<file path="config.mk">
export PLATFORM = sky130hd
export DESIGN_NAME = scf_serial_clock_format
export DESIGN_NICKNAME = d
export VERILOG_FILES = /design/src/rtl/scf_pkg.sv /design/src/rtl/scf_serial_clock_format.sv /design/src/rtl/scf_collision_divider.sv
export SDC_FILE = /design/constraint.sdc
export NUM_CORES = 1
export LEC_CHECK = 0
export ABC_AREA = 0
export BUFFER_PORTS_ARGS = -buffer_cell sky130_fd_sc_hd__buf_2
export CAP_MARGIN = 30
export CORE_MARGIN = 5
export CORE_UTILIZATION = 25
export DETAILED_ROUTE_END_ITERATION = 10
export PLACE_DENSITY_LB_ADDON = 0.05
export SYNTH_ARGS = -nofsm -noshare
export SYNTH_HDL_FRONTEND = slang
export SYNTH_SLANG_ARGS = --single-unit
</file>
<file path="constraint.sdc">
create_clock -name clk -period 2.9 [get_ports clk]
set_input_delay 0.58 -clock clk [delete_from_list [all_inputs] [get_ports clk]]
set_output_delay 0.58 -clock clk [all_outputs]
set_load 0.05 [all_outputs]
</file>
<file path="src/rtl/scf_pkg.sv">
package scf_pkg;

  // ----------------------------------------------------------------
  // Clock select codes
  // ----------------------------------------------------------------
  localparam logic [1:0] CKSEL_INT_HIZ = 2'h0;
  localparam logic [1:0] CKSEL_INT_OUT = 2'h1;
  localparam int         CKSEL_EXT_BIT = 1;

  // ----------------------------------------------------------------
  // Character length and rate figures
  // ----------------------------------------------------------------
  localparam logic [3:0] CHAR_BITS_9    = 4'h9;
  localparam logic [3:0] CHAR_BITS_8    = 4'h8;
  localparam logic [3:0] CHAR_BITS_7    = 4'h7;
  localparam logic [4:0] BASE_PER_BIT   = 5'h10;
  localparam logic [4:0] BASE_PER_BIT_8 = 5'h08;
  localparam logic [4:0] SYNC_PER_BIT   = 5'h02;
  localparam logic [7:0] PRE_UNIT       = 8'h02;
  localparam logic [7:0] DUTY_RESET     = 8'hFF;
  localparam logic [7:0] TX_RESET       = 8'hFF;

  // ----------------------------------------------------------------
  // Collision divider codes
  // ----------------------------------------------------------------
  localparam logic [1:0] COLL_DIV1   = 2'h0;
  localparam logic [1:0] COLL_DIV2   = 2'h1;
  localparam logic [1:0] COLL_DIV4   = 2'h2;
  localparam logic [1:0] COLL_BANNED = 2'h3;

  // ----------------------------------------------------------------
  // Status flag positions
  // ----------------------------------------------------------------
  localparam int ST_RECEIVE_FULL  = 0;
  localparam int ST_TRANSMIT_EMPT = 1;
  localparam int ST_RECEIVE_READY = 2;
  localparam int ST_TRANSMIT_DONE = 3;
  localparam int ST_PARITY_FAULT  = 4;
  localparam int ST_FRAMING_FAULT = 5;
  localparam int ST_OVERRUN_FAULT = 6;
  localparam int ST_RX_FIFO_FULL  = 7;
  localparam int ST_TX_FIFO_EMPTY = 8;
  localparam int ST_WIDTH         = 9;
  localparam logic [8:0] ST_RESET      = 9'h10A;
  localparam logic [8:0] ST_SMART_MASK = 9'h003;
  localparam logic [8:0] ST_FIFO_MASK  = 9'h1FC;

  typedef enum logic [2:0] {
    SRC_ASYNC_INT_HIZ,
    SRC_ASYNC_INT_OUT,
    SRC_ASYNC_EXT_PIN,
    SRC_ASYNC_TIMER,
    SRC_SYNC_INT,
    SRC_SYNC_EXT
  } scf_src_t;

  typedef struct packed {
    logic       syncMode;
    logic [1:0] clockSelect;
    logic       asyncClockSourceSelect;
    logic       baseClockEighthSelect;
    logic       doubleSpeedSelect;
    logic [1:0] prescalerSelect;
    logic [7:0] bitRateSetting;
    logic       rateModulationEnable;
    logic [7:0] modulationDutySetting;
    logic       charLengthHigh;
    logic       charLengthLow;
    logic [1:0] collisionClockDividerSelect;
    logic       smartCardSelect;
    logic       fifoModeSelect;
  } scf_cfg_t;

  typedef struct packed {
    logic [ST_WIDTH-1:0] flags;
  } scf_status_t;

endpackage : scf_pkg

</file>
<file path="src/rtl/scf_serial_clock_format.sv">
module scf_serial_clock_format
  import scf_pkg::*;
(
  input  wire logic             clk,
  input  wire logic             arst_n,
  input  wire logic             clkEn,
  input  wire scf_pkg::scf_cfg_t cfg,
  input  wire logic             serialClockIn,
  input  wire logic             timerMatchA,
  input  wire logic             timerMatchB,
  input  wire logic             rxCharDone,
  input  wire logic [8:0]       rxCharData,
  input  wire logic             txCharTaken,
  input  wire logic             txAllDone,
  input  wire logic             parityErrEvent,
  input  wire logic             framingErrEvent,
  input  wire logic             overrunErrEvent,
  input  wire logic             rxFifoAtLimit,
  input  wire logic             txFifoAtLimit,
  input  wire logic [8:0]       statusClear,
  input  wire logic             txWriteHigh,
  input  wire logic             txWriteLow,
  input  wire logic             txWriteCombined,
  input  wire logic [15:0]      txWriteData,
  output logic                  serialClockOut,
  output logic                  serialClockOe,
  output logic                  baseTick,
  output logic                  bitTick,
  output logic                  collisionTick,
  output logic                  collisionSelectBanned,
  output logic [3:0]            charBits,
  output scf_pkg::scf_status_t  status,
  output logic [7:0]            receiveHigh,
  output logic [7:0]            receiveLow,
  output logic [15:0]           receiveWordCombined,
  output logic [15:0]           transmitWordCombined
);

  scf_src_t    src;
  logic [7:0]  preCount;
  logic [7:0]  rateCount;
  logic [7:0]  modAcc;
  logic [4:0]  bitCount;
  logic        pinPrev;
  logic        timerPrev;
  logic        clockLevel;
  logic [8:0]  flags;
  logic [8:0]  rxWord;
  logic [8:0]  txWord;
  logic [7:0]  next_preCount;
  logic [7:0]  next_rateCount;
  logic [7:0]  next_modAcc;
  logic [4:0]  next_bitCount;
  logic        next_clockLevel;
  logic        next_baseTick;
  logic        next_bitTick;
  logic [8:0]  next_flags;
  logic [8:0]  next_rxWord;
  logic [8:0]  next_txWord;
  logic [7:0]  preLimit;
  logic [4:0]  perBit;
  logic        genTick;
  logic [8:0]  modSum;
  logic        pinRise;
  logic        timerRise;
  logic        timerAnd;
  logic [8:0]  setMask;
  logic [8:0]  modeMask;

  // ----------------------------------------------------------------
  // Clock source decode
  // ----------------------------------------------------------------
  always_comb begin
    if (cfg.syncMode) begin
      src = cfg.clockSelect[CKSEL_EXT_BIT] ? SRC_SYNC_EXT : SRC_SYNC_INT;
    end else if (cfg.clockSelect[CKSEL_EXT_BIT]) begin
      src = cfg.asyncClockSourceSelect ? SRC_ASYNC_TIMER : SRC_ASYNC_EXT_PIN;
    end else if (cfg.clockSelect == CKSEL_INT_OUT) begin
      src = SRC_ASYNC_INT_OUT;
    end else begin
      src = SRC_ASYNC_INT_HIZ;
    end
  end

  // ----------------------------------------------------------------
  // Baud rate generator
  // ----------------------------------------------------------------
  assign timerAnd  = timerMatchA & timerMatchB;
  assign pinRise   = serialClockIn & ~pinPrev;
  assign timerRise = timerAnd & ~timerPrev;
  assign modSum    = {1'b0, modAcc} + {1'b0, cfg.modulationDutySetting};

  always_comb begin
    // double speed halves the prescaler step
    preLimit = 8'((PRE_UNIT << {cfg.prescalerSelect, 1'b0}) >> cfg.doubleSpeedSelect);
    next_preCount  = preCount;
    next_rateCount = rateCount;
    next_modAcc    = modAcc;
    genTick        = 1'b0;
    if (preCount + 8'h01 >= preLimit) begin
      next_preCount = 8'h00;
      if (rateCount >= cfg.bitRateSetting) begin
        next_rateCount = 8'h00;
        if (cfg.rateModulationEnable) begin
          next_modAcc = modSum[7:0];
          genTick     = modSum[8];
        end else begin
          genTick = 1'b1;
        end
      end else begin
        next_rateCount = rateCount + 8'h01;
      end
    end else begin
      next_preCount = preCount + 8'h01;
    end
  end

  // ----------------------------------------------------------------
  // Base and bit clocks, clock pin
  // ----------------------------------------------------------------
  always_comb begin
    next_baseTick = 1'b0;
    perBit        = BASE_PER_BIT;
    case (src)
      SRC_ASYNC_INT_HIZ, SRC_ASYNC_INT_OUT, SRC_SYNC_INT: next_baseTick = genTick;
      SRC_ASYNC_EXT_PIN: next_baseTick = pinRise;
      SRC_ASYNC_TIMER:   next_baseTick = timerRise;
      default:           next_baseTick = 1'b0;
    endcase
    if (cfg.syncMode) begin
      perBit = SYNC_PER_BIT;
    end else if (cfg.baseClockEighthSelect) begin
      perBit = BASE_PER_BIT_8;
    end
    next_bitCount   = bitCount;
    next_clockLevel = clockLevel;
    next_bitTick    = 1'b0;
    if (src == SRC_SYNC_EXT) begin
      // Sync external: each pin rise is one bit
      next_bitTick  = pinRise;
      next_bitCount = 5'h00;
    end else if (next_baseTick) begin
      if (bitCount + 5'h01 >= perBit) begin
        next_bitCount   = 5'h00;
        next_bitTick    = 1'b1;
        next_clockLevel = 1'b1;
      end else begin
        next_bitCount = bitCount + 5'h01;
        if (bitCount + 5'h01 == (perBit >> 1)) begin
          next_clockLevel = 1'b0;
        end
      end
    end
  end

  always_comb begin
    serialClockOe  = (src == SRC_ASYNC_INT_OUT) || (src == SRC_SYNC_INT);
    serialClockOut = clockLevel;
  end

  always_ff @(posedge clk or negedge arst_n) begin
    if (!arst_n) begin
      preCount   <= 8'h00;
      rateCount  <= 8'h00;
      modAcc     <= 8'h00;
      bitCount   <= 5'h00;
      clockLevel <= 1'b1;
      pinPrev    <= 1'b0;
      timerPrev  <= 1'b0;
      baseTick   <= 1'b0;
      bitTick    <= 1'b0;
    end else if (clkEn) begin
      preCount   <= next_preCount;
      rateCount  <= next_rateCount;
      modAcc     <= next_modAcc;
      bitCount   <= next_bitCount;
      clockLevel <= next_clockLevel;
      pinPrev    <= serialClockIn;
      timerPrev  <= timerAnd;
      baseTick   <= next_baseTick;
      bitTick    <= next_bitTick;
    end
  end

  // ----------------------------------------------------------------
  // Collision detection clock
  // ----------------------------------------------------------------
  // divider from base clock
  scf_collision_divider u_collision (
    .clk           (clk),
    .arst_n        (arst_n),
    .clkEn         (clkEn),
    .baseTick      (next_baseTick),
    .dividerSelect (cfg.collisionClockDividerSelect),
    .reducedRange  (cfg.doubleSpeedSelect && (cfg.prescalerSelect == 2'h0)),
    .collisionTick (collisionTick),
    .selectBanned  (collisionSelectBanned)
  );

  // ----------------------------------------------------------------
  // Character length
  // ----------------------------------------------------------------
  always_comb begin
    // high/low pair, sync and smart card fixed at 8
    if (cfg.syncMode || cfg.smartCardSelect) begin
      charBits = CHAR_BITS_8;
    end else begin
      case ({cfg.charLengthHigh, cfg.charLengthLow})
        2'h2:    charBits = CHAR_BITS_8;
        2'h3:    charBits = CHAR_BITS_7;
        default: charBits = CHAR_BITS_9;
      endcase
    end
  end

  // ----------------------------------------------------------------
  // Status flags
  // ----------------------------------------------------------------
  always_comb begin
    setMask = '0;
    setMask[ST_RECEIVE_FULL]  = rxCharDone;
    setMask[ST_TRANSMIT_EMPT] = txCharTaken;
    setMask[ST_RECEIVE_READY] = rxCharDone;
    setMask[ST_TRANSMIT_DONE] = txAllDone;
    setMask[ST_PARITY_FAULT]  = parityErrEvent;
    setMask[ST_FRAMING_FAULT] = framingErrEvent;
    setMask[ST_OVERRUN_FAULT] = overrunErrEvent;
    setMask[ST_RX_FIFO_FULL]  = rxFifoAtLimit;
    setMask[ST_TX_FIFO_EMPTY] = txFifoAtLimit;
    // Set wins over a clear in the same cycle
    next_flags = (flags & ~statusClear) | setMask;
    if (cfg.smartCardSelect) begin
      modeMask = ST_SMART_MASK;
    end else if (cfg.fifoModeSelect) begin
      modeMask = ST_FIFO_MASK;
    end else begin
      modeMask = '0;
    end
  end

  assign status.flags = flags & modeMask;

  // ----------------------------------------------------------------
  // Data words
  // ----------------------------------------------------------------
  always_comb begin
    next_rxWord = rxCharDone ? rxCharData : rxWord;
    next_txWord = txWord;
    if (txWriteCombined) begin
      next_txWord = txWriteData[8:0];
    end else begin
      if (txWriteHigh) begin
        next_txWord[8] = txWriteData[8];
      end
      if (txWriteLow) begin
        next_txWord[7:0] = txWriteData[7:0];
      end
    end
  end

  assign receiveHigh          = {7'h00, rxWord[8]};
  assign receiveLow           = rxWord[7:0];
  assign receiveWordCombined  = {7'h00, rxWord};
  assign transmitWordCombined = {7'h00, txWord};

  always_ff @(posedge clk or negedge arst_n) begin
    if (!arst_n) begin
      flags  <= ST_RESET;
      rxWord <= 9'h000;
      txWord <= {1'b1, TX_RESET};
    end else if (clkEn) begin
      flags  <= next_flags;
      rxWord <= next_rxWord;
      txWord <= next_txWord;
    end
  end

endmodule : scf_serial_clock_format

</file>
<file path="src/rtl/scf_collision_divider.sv">
module scf_collision_divider
  import scf_pkg::*;
(
  input  wire logic       clk,
  input  wire logic       arst_n,
  input  wire logic       clkEn,
  input  wire logic       baseTick,
  input  wire logic [1:0] dividerSelect,
  input  wire logic       reducedRange,
  output logic            collisionTick,
  output logic            selectBanned
);

  logic [1:0] count;
  logic [1:0] lastSelect;
  logic [1:0] next_count;
  logic       next_tick;
  logic [1:0] limit;

  // ----------------------------------------------------------------
  // Divide selection
  // ----------------------------------------------------------------
  always_comb begin
    limit        = 2'h0;
    selectBanned = 1'b0;
    if (reducedRange) begin
      case (dividerSelect)
        COLL_DIV1: limit = 2'h1;
        COLL_DIV2: limit = 2'h3;
        default:   selectBanned = 1'b1;
      endcase
    end else begin
      case (dividerSelect)
        COLL_DIV1: limit = 2'h0;
        COLL_DIV2: limit = 2'h1;
        COLL_DIV4: limit = 2'h3;
        default:   selectBanned = 1'b1;
      endcase
    end
  end

  // ----------------------------------------------------------------
  // Counter
  // ----------------------------------------------------------------
  always_comb begin
    next_count = count;
    next_tick  = 1'b0;
    if (dividerSelect != lastSelect) begin
      next_count = 2'h0;
    end else if (baseTick && !selectBanned) begin
      if (count >= limit) begin
        next_count = 2'h0;
        next_tick  = 1'b1;
      end else begin
        next_count = count + 2'h1;
      end
    end
  end

  always_ff @(posedge clk or negedge arst_n) begin
    if (!arst_n) begin
      count         <= 2'h0;
      lastSelect    <= COLL_DIV1;
      collisionTick <= 1'b0;
    end else if (clkEn) begin
      count         <= next_count;
      lastSelect    <= dividerSelect;
      collisionTick <= next_tick;
    end
  end

endmodule : scf_collision_divider

</file>
==> flow_metrics.tcl <==
set metrics [dict create \
    drive_above_1_share 0.404 \
    synth_area_leaders "dfrtp_1 (31%), ha_1 (10%), dfstp_2 (7.9%), mux2_2 (7.3%), buf_4 (5.4%)" \
    regToRegSetupSlack_ps 110 \
    fillCellCount 1792 \
    hold_class "in -> async" \
    ys_ff_latch 66 \
    start_util 0.251 \
    dp.final_hpwl_microns 8440 \
    grt_pass1_vias 3454 \
    antenna_found_initial 1 \
    layout_commonest_cell "buf_2" \
    synth_flop_cell "dfrtp_1" \
    final_cell_mix "buf_2 (120), dfrtp_1 (53), nand2_1 (39), ha_1 (35), mux2_2 (28)" \
    layout_min_cycle_time_ps 2790 \
    relSlewSlack 0.515 \
    swShare 0.376 \
    critPathArrivalTime_ps 2990 \
    status "completed" \
    die_w_microns 141 \
    die_area_sq_um 19900 \
    grt_max_degree 43 \
    dr.pass1.iters 4 \
    num_antenna_cells 0 \
    power.leakage_nw 2.74 \
    synthCells 425 \
    async_flop_share 1.00 \
    slowest_delay_ps 390 \
    reg2reg_depth 12 \
    crit_chain "and3_4, and3_4, nand3_4, xnor2_2, ha_1, and2_4, a221oi_2, o21ai_2, buf_6, a41oi_4, nand2b_4, o22ai_2" \
    grt-ovfl-total 0 \
    end_kind "register" \
    core_sq_um 17100 \
    place.gp.congestion 0.718 \
    fmaxAchievable_mhz 359 \
    cpMaxStageDelayCell "dfrtp_1" \
    stdcell_count 785 \
    routed_wirelength_microns 10900 \
    synth.cell_area_sq_um 4300 \
    drc_errors 0 \
    endpoint "bitCount[3]" \
    crit_required_ps 3100 \
    wl_per_cell_microns 13.9 \
    fp.dieH_microns 141 \
    setup_viol_count_final 0 \
    register_area_sq_um 1670 \
    ir_drop_mv 0.394 \
    power_frac_comb 0.388 \
    finalCritPeriodShare 0.961 \
    grt.total_usage 0.111 \
    reg2reg_to "bitCount[3]" \
    worstSetupPathType "reg -> reg" \
    maxCapViolations 0 \
    yosysWarnings 0 \
    rsz0062_at_grt "yes" \
    rr_startpoint "preCount[1]" \
    viasPerCell 4.28 \
    drt-initial-drc-count 85 \
    cp-startpoint "preCount[1]" \
    yosysUniqueCellTypes 63 \
    placedCellCount 766 \
    clockPowerShare 0.283 \
    ios 149 \
    powerDensity_nw_per_um2 679 \
    clock-sinks 66 \
    cts_buffers 9 \
    grt_pass1_wl_microns 17600 \
    clkTransAtPathRegs_ps 60 \
    num_vias 3360 \
    drv_slew 0 \
    fp-row-count 48 \
    clockBufferDepth 2 \
    yosysTopAreaCell "dfrtp_1" \
    worstMarginPinSlew_ps 723 \
    startpoint_type "register" \
    p_sw_mw 1.40 \
    synth_seq_area_share 0.388 \
    critPathMaxFanout 7 \
    ant_nets 0 \
    seq_power_share 0.329 \
    avgSynthCellArea_sq_um 10.1 \
    synth_edf_count 0 \
    cp_common_cell "and3_4" \
    cts-root-buf "clkbuf_16" \
    syn2layout_area_growth_pct 27.7 \
    ctsHoldBuffers 0 \
    skew_ps 5.42 \
    cts_tree "yes" \
    synth_top_area_frac 0.308 \
    clk_latency_ps 330 \
    p_int_mw 2.33 \
    layout.nets 674 \
    finalHoldViolCount 0 \
    pre_cts_slack_ps -47.0 \
    final.setup.tns_ps 0 \
    io_buffers 120 \
    multiInputGateArea_sq_um 2400 \
    htree_levels 3 \
    fin_ws_ps 112 \
]
==> worst max-delay path: cells and delay by family, from the launching register on <==
family	cells	cell delay, ps
AND/OR/NAND/NOR	5	900
buffers and inverters	1	140
XOR/XNOR	1	150
adder cells (fa/ha/maj)	1	310
flip-flops	1	390
AO/OA/AOI/OAI	4	760
==> Yosys cell counts (3+ instances only) <==
cell type	instances
a21o_1	8
a21oi_1	9
a22o_1	8
and2_1	12
and3_1	4
buf_4	31
clkbuf_1	5
dfrtp_1	53
dfstp_2	13
ha_1	36
inv_1	22
mux2_2	28
mux2i_1	4
nand2_1	39
nand2b_1	7
nand3_1	15
nand3b_1	5
nand4_1	3
nor2_1	20
nor2b_1	4
o21ai_0	22
o22ai_1	3
o2bb2ai_1	3
o31ai_1	3
xnor2_1	14
xor2_1	8
==> timing repair <==
action,CTS,global route
resized for setup,0,15
endpoints found under the setup margin,0,26
buffers inserted,0,4
==> cell type report <==
class                           instances  share of cell area
Multi-Input combinational cell        316               0.437
Clock buffer                           12              0.0485
Tap cell                              225              0.0512
Sequential cell                        66               0.303
Clock inverter                          4             0.00455
Timing Repair Buffer                  140               0.140
Inverter                               22              0.0150
==> sequential cells by signal, summed over array words and instances (netlist names) <==
signal                     count
flags                          9
bitTick                        1
pinPrev                        1
u_collision.lastSelect         2
preCount                       8
u_collision.collisionTick      1
timerPrev                      1
rateCount                      8
txWord                         9
modAcc                         8
u_collision.count              2
baseTick                       1
serialClockOut                 1
rxWord                         9
bitCount                       5
==> stage by stage <==
step / hold WS (ps) / total power [mW] / cell area [sq um] / util
after floorplan: 284 / 2.27 / 4380 / -
after global placement: 454 / 2.61 / 5110 / 0.298
after detailed placement: 460 / 2.62 / 5110 / 0.298
after CTS: 282 / 3.72 / 5400 / 0.315
after global routing: 311 / 4.04 / 5500 / 0.321
final: 262 / 3.73 / 5500 / 0.321
==> power groups by stage <==
stage | logic [mW] | clock network [mW] | registers [mW]
finish | 1.45 | 1.06 | 1.23
global route | 1.62 | 1.16 | 1.25
CTS | 1.38 | 1.12 | 1.23
detailed placement | 1.38 | 0 | 1.24
global placement | 1.37 | 0 | 1.24
floorplan | 0.888 | 0 | 1.38
==> cell families after synthesis <==
logic type,count (synthesis),share of synthesized area
other cells,1,0.000872
xor+xnor,22,0.0448
buf+inv,63,0.0869
compound gates,78,0.134
flops,66,0.388
fa+ha+maj,37,0.109
simple gates,125,0.151
mux,33,0.0852
==> worst min path at each step <==
stage	endpoint	slack, ps
2_1_floorplan	baseTick	280
3_3_place_gp	flags[0]	450
3_5_place_dp	flags[2]	460
4_1_cts	modAcc[1]	280
5_1_grt	modAcc[0]	310
6_report	modAcc[1]	260
==> layer usage <==
metal	part of all wire	global-route usage
met1	0.43	0.133
met2	0.49	0.184
met3	0.066	0.0438
met4	0.013	0.0316
met5	0.0012	0
(Power assumes the default switching activity.)
